$ cat config.mk
export PLATFORM = sky130hd
export DESIGN_NAME = rcl_top
export DESIGN_NICKNAME = d
export VERILOG_FILES = /design/src/verilog/rcl_pkg.sv /design/src/verilog/rcl_id_mem.sv /design/src/verilog/rcl_top.sv
export SDC_FILE = /design/constraint.sdc
export NUM_CORES = 1
export LEC_CHECK = 0
export ABC_CLOCK_PERIOD_IN_PS = 3700
export BUFFER_PORTS_ARGS = -buffer_cell sky130_fd_sc_hd__buf_2
export CORE_ASPECT_RATIO = 2
export CORE_MARGIN = 4
export CORE_UTILIZATION = 50
export CTS_BUF_LIST = sky130_fd_sc_hd__clkbuf_8 sky130_fd_sc_hd__clkbuf_16
export CTS_CLUSTER_SIZE = 10
export DETAILED_ROUTE_END_ITERATION = 10
export MAX_ROUTING_LAYER = met4
export PLACE_DENSITY = 0.73
export SETUP_SLACK_MARGIN = 0.2
export SKIP_LAST_GASP = 1
export SYNTH_ARGS = -nofsm -noshare
export SYNTH_HDL_FRONTEND = slang
export SYNTH_SLANG_ARGS = --single-unit
$ cat constraint.sdc
create_clock -name MCLK -period 3.7 [get_ports MCLK]
set_clock_uncertainty 0.2 [all_clocks]
set_input_delay 0.74 -clock MCLK [delete_from_list [all_inputs] [get_ports MCLK]]
set_output_delay 0.74 -clock MCLK [all_outputs]
set_load 0.02 [all_outputs]
$ cat src/verilog/rcl_pkg.sv
package rcl_pkg;
   // APB register byte offsets
   localparam logic [7:0] OFF_MANUAL = 8'h00;
   localparam logic [7:0] OFF_CONTROL = 8'h04;
   localparam logic [7:0] OFF_MODE = 8'h08;
   localparam logic [7:0] OFF_STATUS = 8'h0C;
   localparam logic [7:0] OFF_INT_STAT = 8'h10;
   localparam logic [7:0] OFF_INT_MASK = 8'h14;
   // Manual control fields and control register soft reset bit
   localparam int MAN_SCLK = 0;
   localparam int MAN_SELECT = 1;
   localparam int MAN_WDATA = 2;
   localparam int MAN_RDATA = 3;
   localparam int MAN_ENABLE = 4;
   localparam int CTL_SOFT_RESET = 0;
   // Mode fields: infrared per channel, auto direction per channel
   localparam int MODE_IR_LSB = 0;
   localparam int MODE_AUTODIR_LSB = 2;
   // Interrupt status fields
   localparam int INT_LOAD_DONE = 0;
   localparam int INT_NO_EEPROM = 1;
   localparam int INT_WAKE = 2;
   localparam int INT_BITS = 3;
   // Loader timing and framing, D3 hot power state code
   localparam int SCLK_DIVIDE = 256;
   localparam int SCLK_HALF = SCLK_DIVIDE / 2;
   localparam logic [7:0] DIV_RISE = 8'(SCLK_HALF);
   localparam logic [7:0] DIV_FALL = 8'h00;
   localparam logic [3:0] SENSE_CYCLES = 4'h8;
   localparam int WORD_COUNT = 8;
   localparam int WORD_BITS = 16;
   localparam int ADDR_BITS = 6;
   localparam int CMD_BITS = 1 + 2 + ADDR_BITS;
   localparam logic [2:0] START_READ = 3'h6;
   localparam logic [4:0] LAST_OUT_BIT = 5'(CMD_BITS - 1);
   localparam logic [4:0] LAST_IN_BIT = 5'(WORD_BITS - 1);
   localparam logic [2:0] LAST_WORD = 3'(WORD_COUNT - 1);
   localparam logic [1:0] PWR_D3_HOT = 2'h3;
   // Word returned when no EEPROM is fitted; value is arbitrary
   localparam logic [15:0] DEFAULT_WORD = 16'hFFFF;

   typedef enum logic [2:0] {
      LD_SENSE = 3'b000,
      LD_SELECT = 3'b001,
      LD_SHIFT_OUT = 3'b010,
      LD_SHIFT_IN = 3'b011,
      LD_DESELECT = 3'b100,
      LD_DONE = 3'b101
   } rcl_load_e;

   typedef struct packed {
      logic enable;
      logic wdata;
      logic select;
      logic sclk;
   } rcl_manual_s;
endpackage : rcl_pkg

$ cat src/verilog/rcl_id_mem.sv
`timescale 1ns/100ps
module rcl_id_mem (
   // Clock
   input wire logic clk,
   input wire logic clk_en,
   // Write port
   input wire logic wr_en,
   input wire logic [2:0] wr_addr,
   input wire logic [15:0] wr_data,
   // Read port
   input wire logic rd_en,
   input wire logic [2:0] rd_addr,
   output logic [15:0] rd_data
);
   logic [15:0] mem [0:rcl_pkg::WORD_COUNT-1];

   always_ff @(posedge clk) begin
      if (clk_en && wr_en) begin
         mem[wr_addr] <= wr_data;
      end
   end

   always_ff @(posedge clk) begin
      if (clk_en && rd_en) begin
         rd_data <= mem[rd_addr];
      end
   end
endmodule : rcl_id_mem

$ cat src/verilog/rcl_top.sv
// What this block does
// Load clock is bus clock divided by 256
// Software toggles serial clock outside the load
// Software drives select line manually
// Sense select pull-up; load only if present
// Shift commands out in 16-bit word format
// Capture read data; software can read it
// Sample infrared strap at every reset kind
// Infrared strap sets channel modem bit 6
// High half-duplex strap sets auto direction
// Software may overwrite auto direction bits
// D3 hot wake asserts open-drain event
// Automatic load reads eight 16-bit words
// Select, start, opcode, address, sixteen data bits
// Hold configuration reads until load completes
`timescale 1ns/100ps
module rcl_top (
   // Clock and reset
   input wire logic MCLK,
   input wire logic NRST,
   input wire logic CLK_EN,
   // APB slave
   input wire logic PSEL,
   input wire logic PENABLE,
   input wire logic PWRITE,
   input wire logic [7:0] PADDR,
   input wire logic [31:0] PWDATA,
   output logic [31:0] PRDATA,
   output logic PREADY,
   output logic PSLVERR,
   // EEPROM pins
   output logic EEPROM_SERIAL_CLOCK,
   output logic EEPROM_SELECT_O,
   output logic EEPROM_SELECT_OE,
   input wire logic EEPROM_SELECT_I,
   output logic EEPROM_WRITE_DATA,
   input wire logic EEPROM_READ_DATA,
   // Strap pins
   input wire logic INFRARED_STRAP,
   input wire logic HALF_DUPLEX_STRAP_N,
   // Channel mode outputs
   output logic [1:0] IR_MODE,
   output logic [1:0] AUTO_DIR_MODE,
   // Identification word port
   input wire logic CFG_REQ,
   input wire logic [2:0] CFG_ADDR,
   output logic CFG_ACK,
   output logic [15:0] CFG_DATA,
   output logic LOAD_DONE,
   // Power management
   input wire logic [1:0] POWER_STATE,
   input wire logic POWER_EVENT_ENABLE,
   input wire logic [1:0] RX_NEW_CHAR,
   input wire logic [1:0] MODEM_CHANGE,
   output logic POWER_EVENT_N_O,
   output logic POWER_EVENT_N_OE,
   // Interrupt
   output logic IRQ
);
   localparam int NSYNC = 4;

   function automatic logic hit(input logic [7:0] addr, input logic [7:0] off);
      hit = (addr == off);
   endfunction : hit

   // Pin synchronisers: read data, select sense, infrared, half duplex
   logic [NSYNC-1:0] pin_raw;
   logic [NSYNC-1:0] s1;
   logic [NSYNC-1:0] s2;
   logic [NSYNC-1:0] s3;
   logic [NSYNC-1:0] filt;
   assign pin_raw = {HALF_DUPLEX_STRAP_N, INFRARED_STRAP, EEPROM_SELECT_I, EEPROM_READ_DATA};

   genvar g;
   generate
      for (g = 0; g < NSYNC; g++) begin : g_sync
         always_ff @(posedge MCLK) begin
            if (!NRST) begin
               s1[g] <= 1'b0;
               s2[g] <= 1'b0;
               s3[g] <= 1'b0;
               filt[g] <= 1'b0;
            end else if (CLK_EN) begin
               s1[g] <= pin_raw[g];
               s2[g] <= s1[g];
               s3[g] <= s2[g];
               if (s2[g] == s3[g]) begin
                  filt[g] <= s3[g];
               end
            end
         end
      end
   endgenerate

   logic rd_filt;
   logic sel_filt;
   logic ir_filt;
   logic hd_filt;
   assign rd_filt = filt[0];
   assign sel_filt = filt[1];
   assign ir_filt = filt[2];
   assign hd_filt = filt[3];

   // APB decode
   logic apb_acc;
   logic apb_wr;
   logic apb_rd;
   logic mapped;
   assign apb_acc = PSEL && PENABLE && PREADY;
   assign apb_wr = apb_acc && PWRITE;
   assign apb_rd = apb_acc && !PWRITE;
   assign mapped = hit(PADDR, rcl_pkg::OFF_MANUAL) || hit(PADDR, rcl_pkg::OFF_CONTROL)
      || hit(PADDR, rcl_pkg::OFF_MODE) || hit(PADDR, rcl_pkg::OFF_STATUS)
      || hit(PADDR, rcl_pkg::OFF_INT_STAT) || hit(PADDR, rcl_pkg::OFF_INT_MASK);

   logic soft_reset;
   assign soft_reset = CLK_EN && apb_wr && hit(PADDR, rcl_pkg::OFF_CONTROL) && PWDATA[rcl_pkg::CTL_SOFT_RESET];

   // Loader state
   rcl_pkg::rcl_load_e ld_state;
   logic [7:0] div;
   logic [3:0] sense_cnt;
   logic [4:0] bit_cnt;
   logic [2:0] word;
   logic [8:0] cmd;
   logic [15:0] shreg;
   logic present;
   logic ld_sclk;
   logic ld_cs;
   logic ld_di;
   logic mem_we;
   logic tick_rise;
   logic tick_fall;
   logic sense_end;
   logic loading;
   assign tick_rise = (div == rcl_pkg::DIV_RISE);
   assign tick_fall = (div == rcl_pkg::DIV_FALL);
   assign sense_end = (ld_state == rcl_pkg::LD_SENSE) && (sense_cnt == rcl_pkg::SENSE_CYCLES);
   assign loading = (ld_state != rcl_pkg::LD_DONE) && (ld_state != rcl_pkg::LD_SENSE);

   always_ff @(posedge MCLK) begin
      if (!NRST || soft_reset) begin
         div <= 8'h00;
      end else if (CLK_EN) begin
         div <= div + 8'h01;
      end
   end

   always_ff @(posedge MCLK) begin
      if (!NRST || soft_reset) begin
         sense_cnt <= 4'h0;
      end else if (CLK_EN && ld_state == rcl_pkg::LD_SENSE && !sense_end) begin
         sense_cnt <= sense_cnt + 4'h1;
      end
   end

   always_ff @(posedge MCLK) begin
      if (!NRST || soft_reset) begin
         ld_state <= rcl_pkg::LD_SENSE;
         present <= 1'b0;
         bit_cnt <= 5'h00;
         word <= 3'h0;
         cmd <= 9'h000;
         shreg <= 16'h0000;
         ld_sclk <= 1'b0;
         ld_cs <= 1'b0;
         ld_di <= 1'b0;
         mem_we <= 1'b0;
      end else if (CLK_EN) begin
         mem_we <= 1'b0;
         if (loading) begin
            ld_sclk <= (div >= rcl_pkg::DIV_RISE);
         end
         unique case (ld_state)
            rcl_pkg::LD_SENSE: begin
               if (sense_end) begin
                  present <= sel_filt;
                  ld_state <= sel_filt ? rcl_pkg::LD_SELECT : rcl_pkg::LD_DONE;
               end
            end
            rcl_pkg::LD_SELECT: begin
               if (tick_fall) begin
                  ld_cs <= 1'b1;
                  ld_di <= rcl_pkg::START_READ[2];
                  cmd <= {rcl_pkg::START_READ[1:0], 3'h0, word, 1'b0};
                  bit_cnt <= 5'h00;
                  ld_state <= rcl_pkg::LD_SHIFT_OUT;
               end
            end
            rcl_pkg::LD_SHIFT_OUT: begin
               if (tick_fall) begin
                  // Last bit out is the zero pad ahead of the data phase
                  ld_di <= cmd[8];
                  cmd <= {cmd[7:0], 1'b0};
                  if (bit_cnt == rcl_pkg::LAST_OUT_BIT) begin
                     bit_cnt <= 5'h00;
                     ld_state <= rcl_pkg::LD_SHIFT_IN;
                  end else begin
                     bit_cnt <= bit_cnt + 5'h01;
                  end
               end
            end
            rcl_pkg::LD_SHIFT_IN: begin
               if (tick_rise) begin
                  shreg <= {shreg[14:0], rd_filt};
                  bit_cnt <= bit_cnt + 5'h01;
                  if (bit_cnt == rcl_pkg::LAST_IN_BIT) begin
                     mem_we <= 1'b1;
                     ld_state <= rcl_pkg::LD_DESELECT;
                  end
               end
            end
            rcl_pkg::LD_DESELECT: begin
               if (tick_fall) begin
                  ld_cs <= 1'b0;
                  ld_sclk <= 1'b0;
                  word <= word + 3'h1;
                  ld_state <= (word == rcl_pkg::LAST_WORD) ? rcl_pkg::LD_DONE : rcl_pkg::LD_SELECT;
               end
            end
            rcl_pkg::LD_DONE: begin
               ld_sclk <= 1'b0;
            end
            default: begin
               ld_state <= rcl_pkg::LD_DONE;
            end
         endcase
      end
   end

   // Manual control register
   rcl_pkg::rcl_manual_s man;
   always_ff @(posedge MCLK) begin
      if (!NRST) begin
         man <= '0;
      end else if (CLK_EN && apb_wr && hit(PADDR, rcl_pkg::OFF_MANUAL)) begin
         man.sclk <= PWDATA[rcl_pkg::MAN_SCLK];
         man.select <= PWDATA[rcl_pkg::MAN_SELECT];
         man.wdata <= PWDATA[rcl_pkg::MAN_WDATA];
         man.enable <= PWDATA[rcl_pkg::MAN_ENABLE];
      end
   end

   // EEPROM pin drivers; select released while sensing the pull-up
   logic manual_active;
   assign manual_active = !loading && man.enable && ld_state != rcl_pkg::LD_SENSE;
   always_ff @(posedge MCLK) begin
      if (!NRST) begin
         EEPROM_SERIAL_CLOCK <= 1'b0;
         EEPROM_SELECT_O <= 1'b0;
         EEPROM_SELECT_OE <= 1'b0;
         EEPROM_WRITE_DATA <= 1'b0;
      end else if (CLK_EN) begin
         EEPROM_SERIAL_CLOCK <= manual_active ? man.sclk : ld_sclk;
         EEPROM_SELECT_O <= manual_active ? man.select : ld_cs;
         EEPROM_SELECT_OE <= (ld_state != rcl_pkg::LD_SENSE);
         EEPROM_WRITE_DATA <= manual_active ? man.wdata : ld_di;
      end
   end

   // Channel modes: strap values at reset, software owns them afterwards
   logic [3:0] mode;
   always_ff @(posedge MCLK) begin
      if (!NRST) begin
         mode <= 4'h0;
      end else if (CLK_EN) begin
         if (sense_end) begin
            mode[rcl_pkg::MODE_IR_LSB +: 2] <= {2{ir_filt}};
            mode[rcl_pkg::MODE_AUTODIR_LSB +: 2] <= {2{hd_filt}};
         end else if (apb_wr && hit(PADDR, rcl_pkg::OFF_MODE)) begin
            mode <= PWDATA[3:0];
         end
      end
   end

   always_ff @(posedge MCLK) begin
      if (!NRST) begin
         IR_MODE <= 2'h0;
         AUTO_DIR_MODE <= 2'h0;
      end else if (CLK_EN) begin
         IR_MODE <= mode[rcl_pkg::MODE_IR_LSB +: 2];
         AUTO_DIR_MODE <= mode[rcl_pkg::MODE_AUTODIR_LSB +: 2];
      end
   end

   // Identification word store and configuration read port
   logic [15:0] mem_rd;
   logic cfg_pend;
   logic cfg_issue;
   assign cfg_issue = CFG_REQ && LOAD_DONE && !cfg_pend && !CFG_ACK;

   rcl_id_mem u_mem (
      .clk(MCLK),
      .clk_en(CLK_EN),
      .wr_en(mem_we),
      .wr_addr(word),
      .wr_data(shreg),
      .rd_en(cfg_issue),
      .rd_addr(CFG_ADDR),
      .rd_data(mem_rd)
   );

   always_ff @(posedge MCLK) begin
      if (!NRST) begin
         cfg_pend <= 1'b0;
         CFG_ACK <= 1'b0;
         CFG_DATA <= 16'h0000;
         LOAD_DONE <= 1'b0;
      end else if (CLK_EN) begin
         LOAD_DONE <= (ld_state == rcl_pkg::LD_DONE) && !soft_reset;
         cfg_pend <= cfg_issue;
         CFG_ACK <= cfg_pend;
         if (cfg_pend) begin
            CFG_DATA <= present ? mem_rd : rcl_pkg::DEFAULT_WORD;
         end
      end
   end

   // Wake event
   logic wake_arm;
   logic wake_event;
   assign wake_arm = (POWER_STATE == rcl_pkg::PWR_D3_HOT) && POWER_EVENT_ENABLE;
   assign wake_event = wake_arm && ((|RX_NEW_CHAR) || (|MODEM_CHANGE));
   always_ff @(posedge MCLK) begin
      if (!NRST) begin
         POWER_EVENT_N_O <= 1'b0;
         POWER_EVENT_N_OE <= 1'b0;
      end else if (CLK_EN) begin
         POWER_EVENT_N_O <= 1'b0;
         if (!wake_arm) begin
            POWER_EVENT_N_OE <= 1'b0;
         end else if (wake_event) begin
            POWER_EVENT_N_OE <= 1'b1;
         end
      end
   end

   // Interrupt status and mask
   logic [rcl_pkg::INT_BITS-1:0] int_stat;
   logic [rcl_pkg::INT_BITS-1:0] int_mask;
   logic [rcl_pkg::INT_BITS-1:0] int_set;
   logic [rcl_pkg::INT_BITS-1:0] int_clr;
   logic ld_end;
   assign ld_end = (ld_state == rcl_pkg::LD_DONE) && !LOAD_DONE && !soft_reset;
   assign int_set = {wake_event, ld_end && !present, ld_end};
   assign int_clr = (apb_wr && hit(PADDR, rcl_pkg::OFF_INT_STAT)) ? PWDATA[rcl_pkg::INT_BITS-1:0] : '0;

   always_ff @(posedge MCLK) begin
      if (!NRST) begin
         int_stat <= '0;
         int_mask <= '0;
         IRQ <= 1'b0;
      end else if (CLK_EN) begin
         int_stat <= (int_stat & ~int_clr) | int_set;
         if (apb_wr && hit(PADDR, rcl_pkg::OFF_INT_MASK)) begin
            int_mask <= PWDATA[rcl_pkg::INT_BITS-1:0];
         end
         IRQ <= |(int_stat & int_mask);
      end
   end

   // APB answer: one wait state, then the access completes
   logic [31:0] rdata;
   always_comb begin
      rdata = 32'h0000_0000;
      if (hit(PADDR, rcl_pkg::OFF_MANUAL)) begin
         rdata[rcl_pkg::MAN_SCLK] = man.sclk;
         rdata[rcl_pkg::MAN_SELECT] = man.select;
         rdata[rcl_pkg::MAN_WDATA] = man.wdata;
         rdata[rcl_pkg::MAN_RDATA] = rd_filt;
         rdata[rcl_pkg::MAN_ENABLE] = man.enable;
      end else if (hit(PADDR, rcl_pkg::OFF_MODE)) begin
         rdata[3:0] = mode;
      end else if (hit(PADDR, rcl_pkg::OFF_STATUS)) begin
         rdata[4:0] = {hd_filt, ir_filt, present, LOAD_DONE, loading};
      end else if (hit(PADDR, rcl_pkg::OFF_INT_STAT)) begin
         rdata[rcl_pkg::INT_BITS-1:0] = int_stat;
      end else if (hit(PADDR, rcl_pkg::OFF_INT_MASK)) begin
         rdata[rcl_pkg::INT_BITS-1:0] = int_mask;
      end
   end

   always_ff @(posedge MCLK) begin
      if (!NRST) begin
         PREADY <= 1'b0;
         PSLVERR <= 1'b0;
         PRDATA <= 32'h0000_0000;
      end else if (CLK_EN) begin
         PREADY <= PSEL && PENABLE && !PREADY;
         PSLVERR <= PSEL && PENABLE && !PREADY && !mapped;
         if (PSEL && PENABLE && !PREADY && !PWRITE) begin
            PRDATA <= rdata;
         end
      end
   end

   // Helper: words written in the current load
   logic [3:0] words_written;
   always_ff @(posedge MCLK) begin
      if (!NRST || soft_reset) begin
         words_written <= 4'h0;
      end else if (CLK_EN && mem_we) begin
         words_written <= words_written + 4'h1;
      end
   end
endmodule : rcl_top

Word-level counts from Yosys, hierarchy flattened
Memories as Yosys holds them, arrays and structs flattened. A register that Yosys moved wholly into a read port is not among the register bits. Cells that the tools add are included.

Equal/unequal tests: 29. Magnitude comparators: 1. Bitwise logic cells: 5. Multiplexer cells: 47. Add/sub/neg operators: 4. Reduce and logical (&&, ||, !) cells: 75.

Operator list (number): 3-bit two-way mux (13); 1-bit logical AND (30); 5-bit two-way mux (5); 9-bit two-way mux (2); 3-bit case mux with 6 select lines (1); 9-bit case mux with 2 select lines (1); 2-bit AND reduction (9); 8-bit by 4-bit equality test with 1-bit output, second input constant (2); 8-bit by 5-bit equality test with 1-bit output, second input constant (2); 8-bit zero test (2); 1-bit two-way mux (16); 16-bit two-way mux (1); 5-bit case mux with 3 select lines (1); 2-bit != test, second input constant (7); 4-bit two-way mux (3); 1-bit zero test (11); 5-bit by 4-bit equality test with 1-bit output, second input constant (2); 3-bit equality test, second input constant (3); 3-bit AND reduction (3); 9-bit AND reduction (1); 8-bit by 1-bit adder with 8-bit output, second input constant (1); 8-bit by 3-bit equality test with 1-bit output, second input constant (1); 8-bit equality test, second input constant (1); 8-bit >= comparator, second input constant (1); 24 further kinds (42).

RAM bits: 128. Output and inout port bits: 63. Memories: 1. Logic and storage cells: 212. Register bits: 119. Bits of input ports: 61.

Memories: u_mem.mem (depth 8, width 16, read ports 1, clocked after memory_dff 1, write ports 1, line rcl_id_mem.sv:15) `logic [15:0] mem [0:rcl_pkg::WORD_COUNT-1];`.

Depth between registers and ports, before layout
Depth in word-level cells: 10. Gate-level depth with buffers: 7. Mapped depth without buffers: 7.

Cells and area by module
From an unflattened synthesis, not the netlist that was laid out.

Cell total of the unflattened synthesis: 844. Area total of the unflattened synthesis: 10921.7 µm².

By module, submodules not included: rcl_id_mem (instances 1, seq. area each 4324.1 µm², area an instance 5462.7 µm², cells each 215); rcl_top (instances 1, seq. area each 2362.3 µm², area an instance 5459.0 µm², cells each 629).

Least setup slack after synthesis
Ideal clock, no wire load.

Path type: input -> register. Start point: input port CLK_EN. End point: memory u_mem.mem[4][0], enable pin. Setup slack: 0.112 ns. Library setup time: 0.409 ns. Cell stages on the path: 5. Buffers on the path: 3. Data required time: 3.091 ns. Arrival: 2.979 ns. Cell sequence: clkbuf_1 -> clkbuf_1 -> buf_1 -> nand3_1 -> nor3_1.

Longest elaborated chain between the ends: 3.

RTL lines: start: declaration (line rcl_top.sv:21) `input wire logic CLK_EN,`; 1-bit logical AND; 1-bit two-way mux (line rcl_id_mem.sv:18) `if (clk_en && wr_en) begin`; 1-bit two-way mux (not written as such) (line rcl_id_mem.sv:19) `mem[wr_addr] <= wr_data;`; end: declaration (line rcl_id_mem.sv:15).

Every way passes these cells.

Worst setup path in the final report
Start point: register div[2]. End point: register cmd[8].

Longest elaborated chain between the ends: 3. Elaborated cells on any way between the ends: 4. Those cells by class: eq/ne: 2; reduce/logical: 2.

RTL lines: start: declaration (line rcl_top.sv:121) `logic [7:0] div;`; start signal: assignment (line rcl_top.sv:145) `div <= div + 8'h01;`; 8-bit zero test (*) (line rcl_top.sv:137) `assign tick_fall = (div == rcl_pkg::DIV_FALL);`; 2-bit != test (no source line); 4-bit AND reduction (no source line) (*); end signal: assignment (line rcl_top.sv:185) `cmd <= {rcl_pkg::START_READ[1:0], 3'h0, word, 1'b0};`; end signal: assignment (line rcl_top.sv:194) `cmd <= {cmd[7:0], 1'b0};`; end: declaration (line rcl_top.sv:125) `logic [8:0] cmd;`.

Every way passes the cells marked *; elsewhere a longest branch is shown, timed or not. A chain may end at the register's enable or synchronous reset.

==> metrics.cfg <==
[finish]
most-common-layout-cells=edfxtp_1, dfxtp_1, nor2_1, buf_2, mux2i_1
mostFrequentLayoutCell=edfxtp_1
fin_util_pct=57.4
design_area_um2=12400
diodes=0
nNetsFinal=998
area_growth_pct=12.7
drive_gt1_share_pct=20.0

[placed_design]
port_buffers=68
dp_hpwl_um=15800
placed_area_um2=11600
gp_congestion=0.865

[die]
core_area_um2=21700
start_util_pct=50.9
rows=76
io_pins=124
fp.dieArea_um2=24700
dieWidth_um=113
die_h_um=218

[setup_path]
cp_cell_sequence=nor4_1, nand3_1, nor2_1, o221a_2
crit_path_end=cmd[8]
r2r_cells=4
slowest_delay_ns=0.64
r2r_slack_ns=1.31
end_kind=flip-flop
r2r-start=div[2]
crit_type=reg -> reg
worstPathRequired_ns=3.99
slowest_stage=nor4_1
critPathMaxFanout=11
critPathLaunchType=flip-flop
crit_path_start=div[2]
reg2reg_to=cmd[8]
worstPathArrival_ns=2.69

[global_routing]
grt_start_max_net_pins=47
overflow=0
antenna_found_initial=0
grt_pass1_wl_um=39000
grtUsageTotal_pct=20.6
grt_pass1_vias=7215

[run]
maxCapViolCount=0

[logic_synthesis]
syn_avg_cell_area_um2=12.8
ys.flop_type=edfxtp_1
netlist_area_um2=11000
seq_area_frac_synth_pct=60.6
ys_seq_elements=262
synthArstFlopShare_pct=0
synth_edf_count=144
yosysWarningCount=0
netlist_instances=863
synth_cell_type_count=69

[detailed_routing]
drt-wirelength-per-cell_um=20.2
route.detailed.drc=0
finalWirelength_um=24600
viasPerCell=5.76
dr_total_vias=7018
ant_nets=0
drt-pass1-iter-count=5
drt_iter0_drc=552

[cts]
clockRootBuffer=clkbuf_16
hold_buffers=0
ctsResizeCount=0
clkLatencyLatePin_ns=0.56
h-tree-depth=1
cts_setup_buffers=0
cts.sink_count=262
cts_buffers=30
clkTransAtPathRegs_ns=0.06
cts_buffer_depth=3
cts_tree=yes

[power]
power_density_nw_per_um2=478
power_leakage_nw=5.09
peakVddDrop_mv=0.337

[timing]
maxSlewHeadroom_pct=42.0
finalHoldViolCount=0
setup_violations=0
rsz0062_at_grt=false
report.final.slew_viol_count=0
min_period_ns=2.39
post-route-period-util_pct=64.7
max_freq_mhz=418
fin_setup_tns_ns=0
worst_pin_slew_ns=0.870

[run_status]
status=complete, no violations

[min_path]
hold_class=in -> reg

[worst min-delay path by stage]
| stage | slack [ns] | cells after the start | startpoint | to |
|---|---|---|---|---|
| floorplan | 0.23 | 2 | cmd[4] | cmd[5] |
| global placement | 0.24 | 2 | cmd[5] | cmd[6] |
| detailed placement | 0.25 | 2 | cmd[5] | cmd[6] |
| CTS | 0.22 | 3 | HALF_DUPLEX_STRAP_N | s1[3] |
| global route | 0.26 | 3 | HALF_DUPLEX_STRAP_N | s1[3] |
| finish | 0.23 | 3 | HALF_DUPLEX_STRAP_N | s1[3] |
[layout make-up]
class | count | area, µm²
fillers | 1743 | 9240
repair buffers | 87 | 508
multi-input cells | 516 | 3930
clock inverters | 20 | 106
well taps | 273 | 342
flip-flops and latches | 262 | 6690
inverters | 31 | 116
clock buffers | 30 | 751
[metal layers]
layer	track usage (%)	vias up	share of wire, %
met2	38.0	206	56
met3	2.72	44	4.5
met4	7.70	0	2.8
li1	-	3286	-
met5	-	-	0
met1	22.2	3482	37
[power by group]
part / switching, mW / total, mW / internal (mW)
clock network: 1.11 / 2.56 / 1.45
registers: 0.0229 / 3.08 / 3.06
logic: 0.199 / 0.300 / 0.101
total: 1.33 / 5.95 / 4.62
[worst max-delay path: cells and delay by family, from the launching register on]
| kind | cells | cell delay (ns) |
|---|---|---|
| compound gates | 1 | 0.26 |
| simple gates | 3 | 1.53 |
| flops | 1 | 0.35 |
[stage by stage]
step / cells / power (mW) / worst slack (ns) / hold slack, ns
final: 1219 / 5.95 / 1.31 / 0.230
after global routing: 1219 / 6.17 / 1.04 / 0.256
after CTS: 1219 / 5.99 / 1.30 / 0.215
after detailed placement: 1169 / 3.44 / 0.973 / 0.247
after global placement: 1169 / 3.44 / 0.975 / 0.235
after floorplan: 890 / 3.38 / 0.517 / 0.228
[cell usage after synthesis, types with 16 or more instances]
| library cell | instances | share of area [%] |
|---|---|---|
| a21oi_1 | 36 | 1.6 |
| a311oi_1 | 16 | 1.3 |
| buf_4 | 28 | 1.9 |
| clkbuf_1 | 40 | 1.4 |
| dfxtp_1 | 118 | 21 |
| edfxtp_1 | 144 | 39 |
| inv_1 | 31 | 1.1 |
| mux2_2 | 19 | 1.9 |
| mux2i_1 | 49 | 4.4 |
| mux4_2 | 32 | 6.5 |
| nand2_1 | 31 | 1.1 |
| nand4_1 | 19 | 1.1 |
| nor2_1 | 90 | 3.1 |
| o21ai_0 | 24 | 1.1 |
[cells by family (layout without fill, tap and decap cells)]
family                   after synthesis  after routing  share of synthesized area, %
XOR/XNOR                              13             13                          1.03
flip-flops                           262            262                          60.6
AO/OA/AOI/OAI                        138            138                          8.71
buffers and inverters                112            168                          4.85
adder cells (fa/ha/maj)               10             10                          1.11
multiplexers                         100            100                          12.9
AND/OR/NAND/NOR                      227            227                          10.8
other                                  1             28                        0.0340
[state kept, by name (all words and copies together) (netlist names), 4 cells and up]
name,count
CFG_DATA,16
PRDATA,5
bit_cnt,5
cmd,8
div,8
man,4
mode,4
s1,4
s2,4
s3,4
sense_cnt,4
shreg,16
u_mem.mem,128
u_mem.rd_data,16
Power figures use the tool's default switching activity.
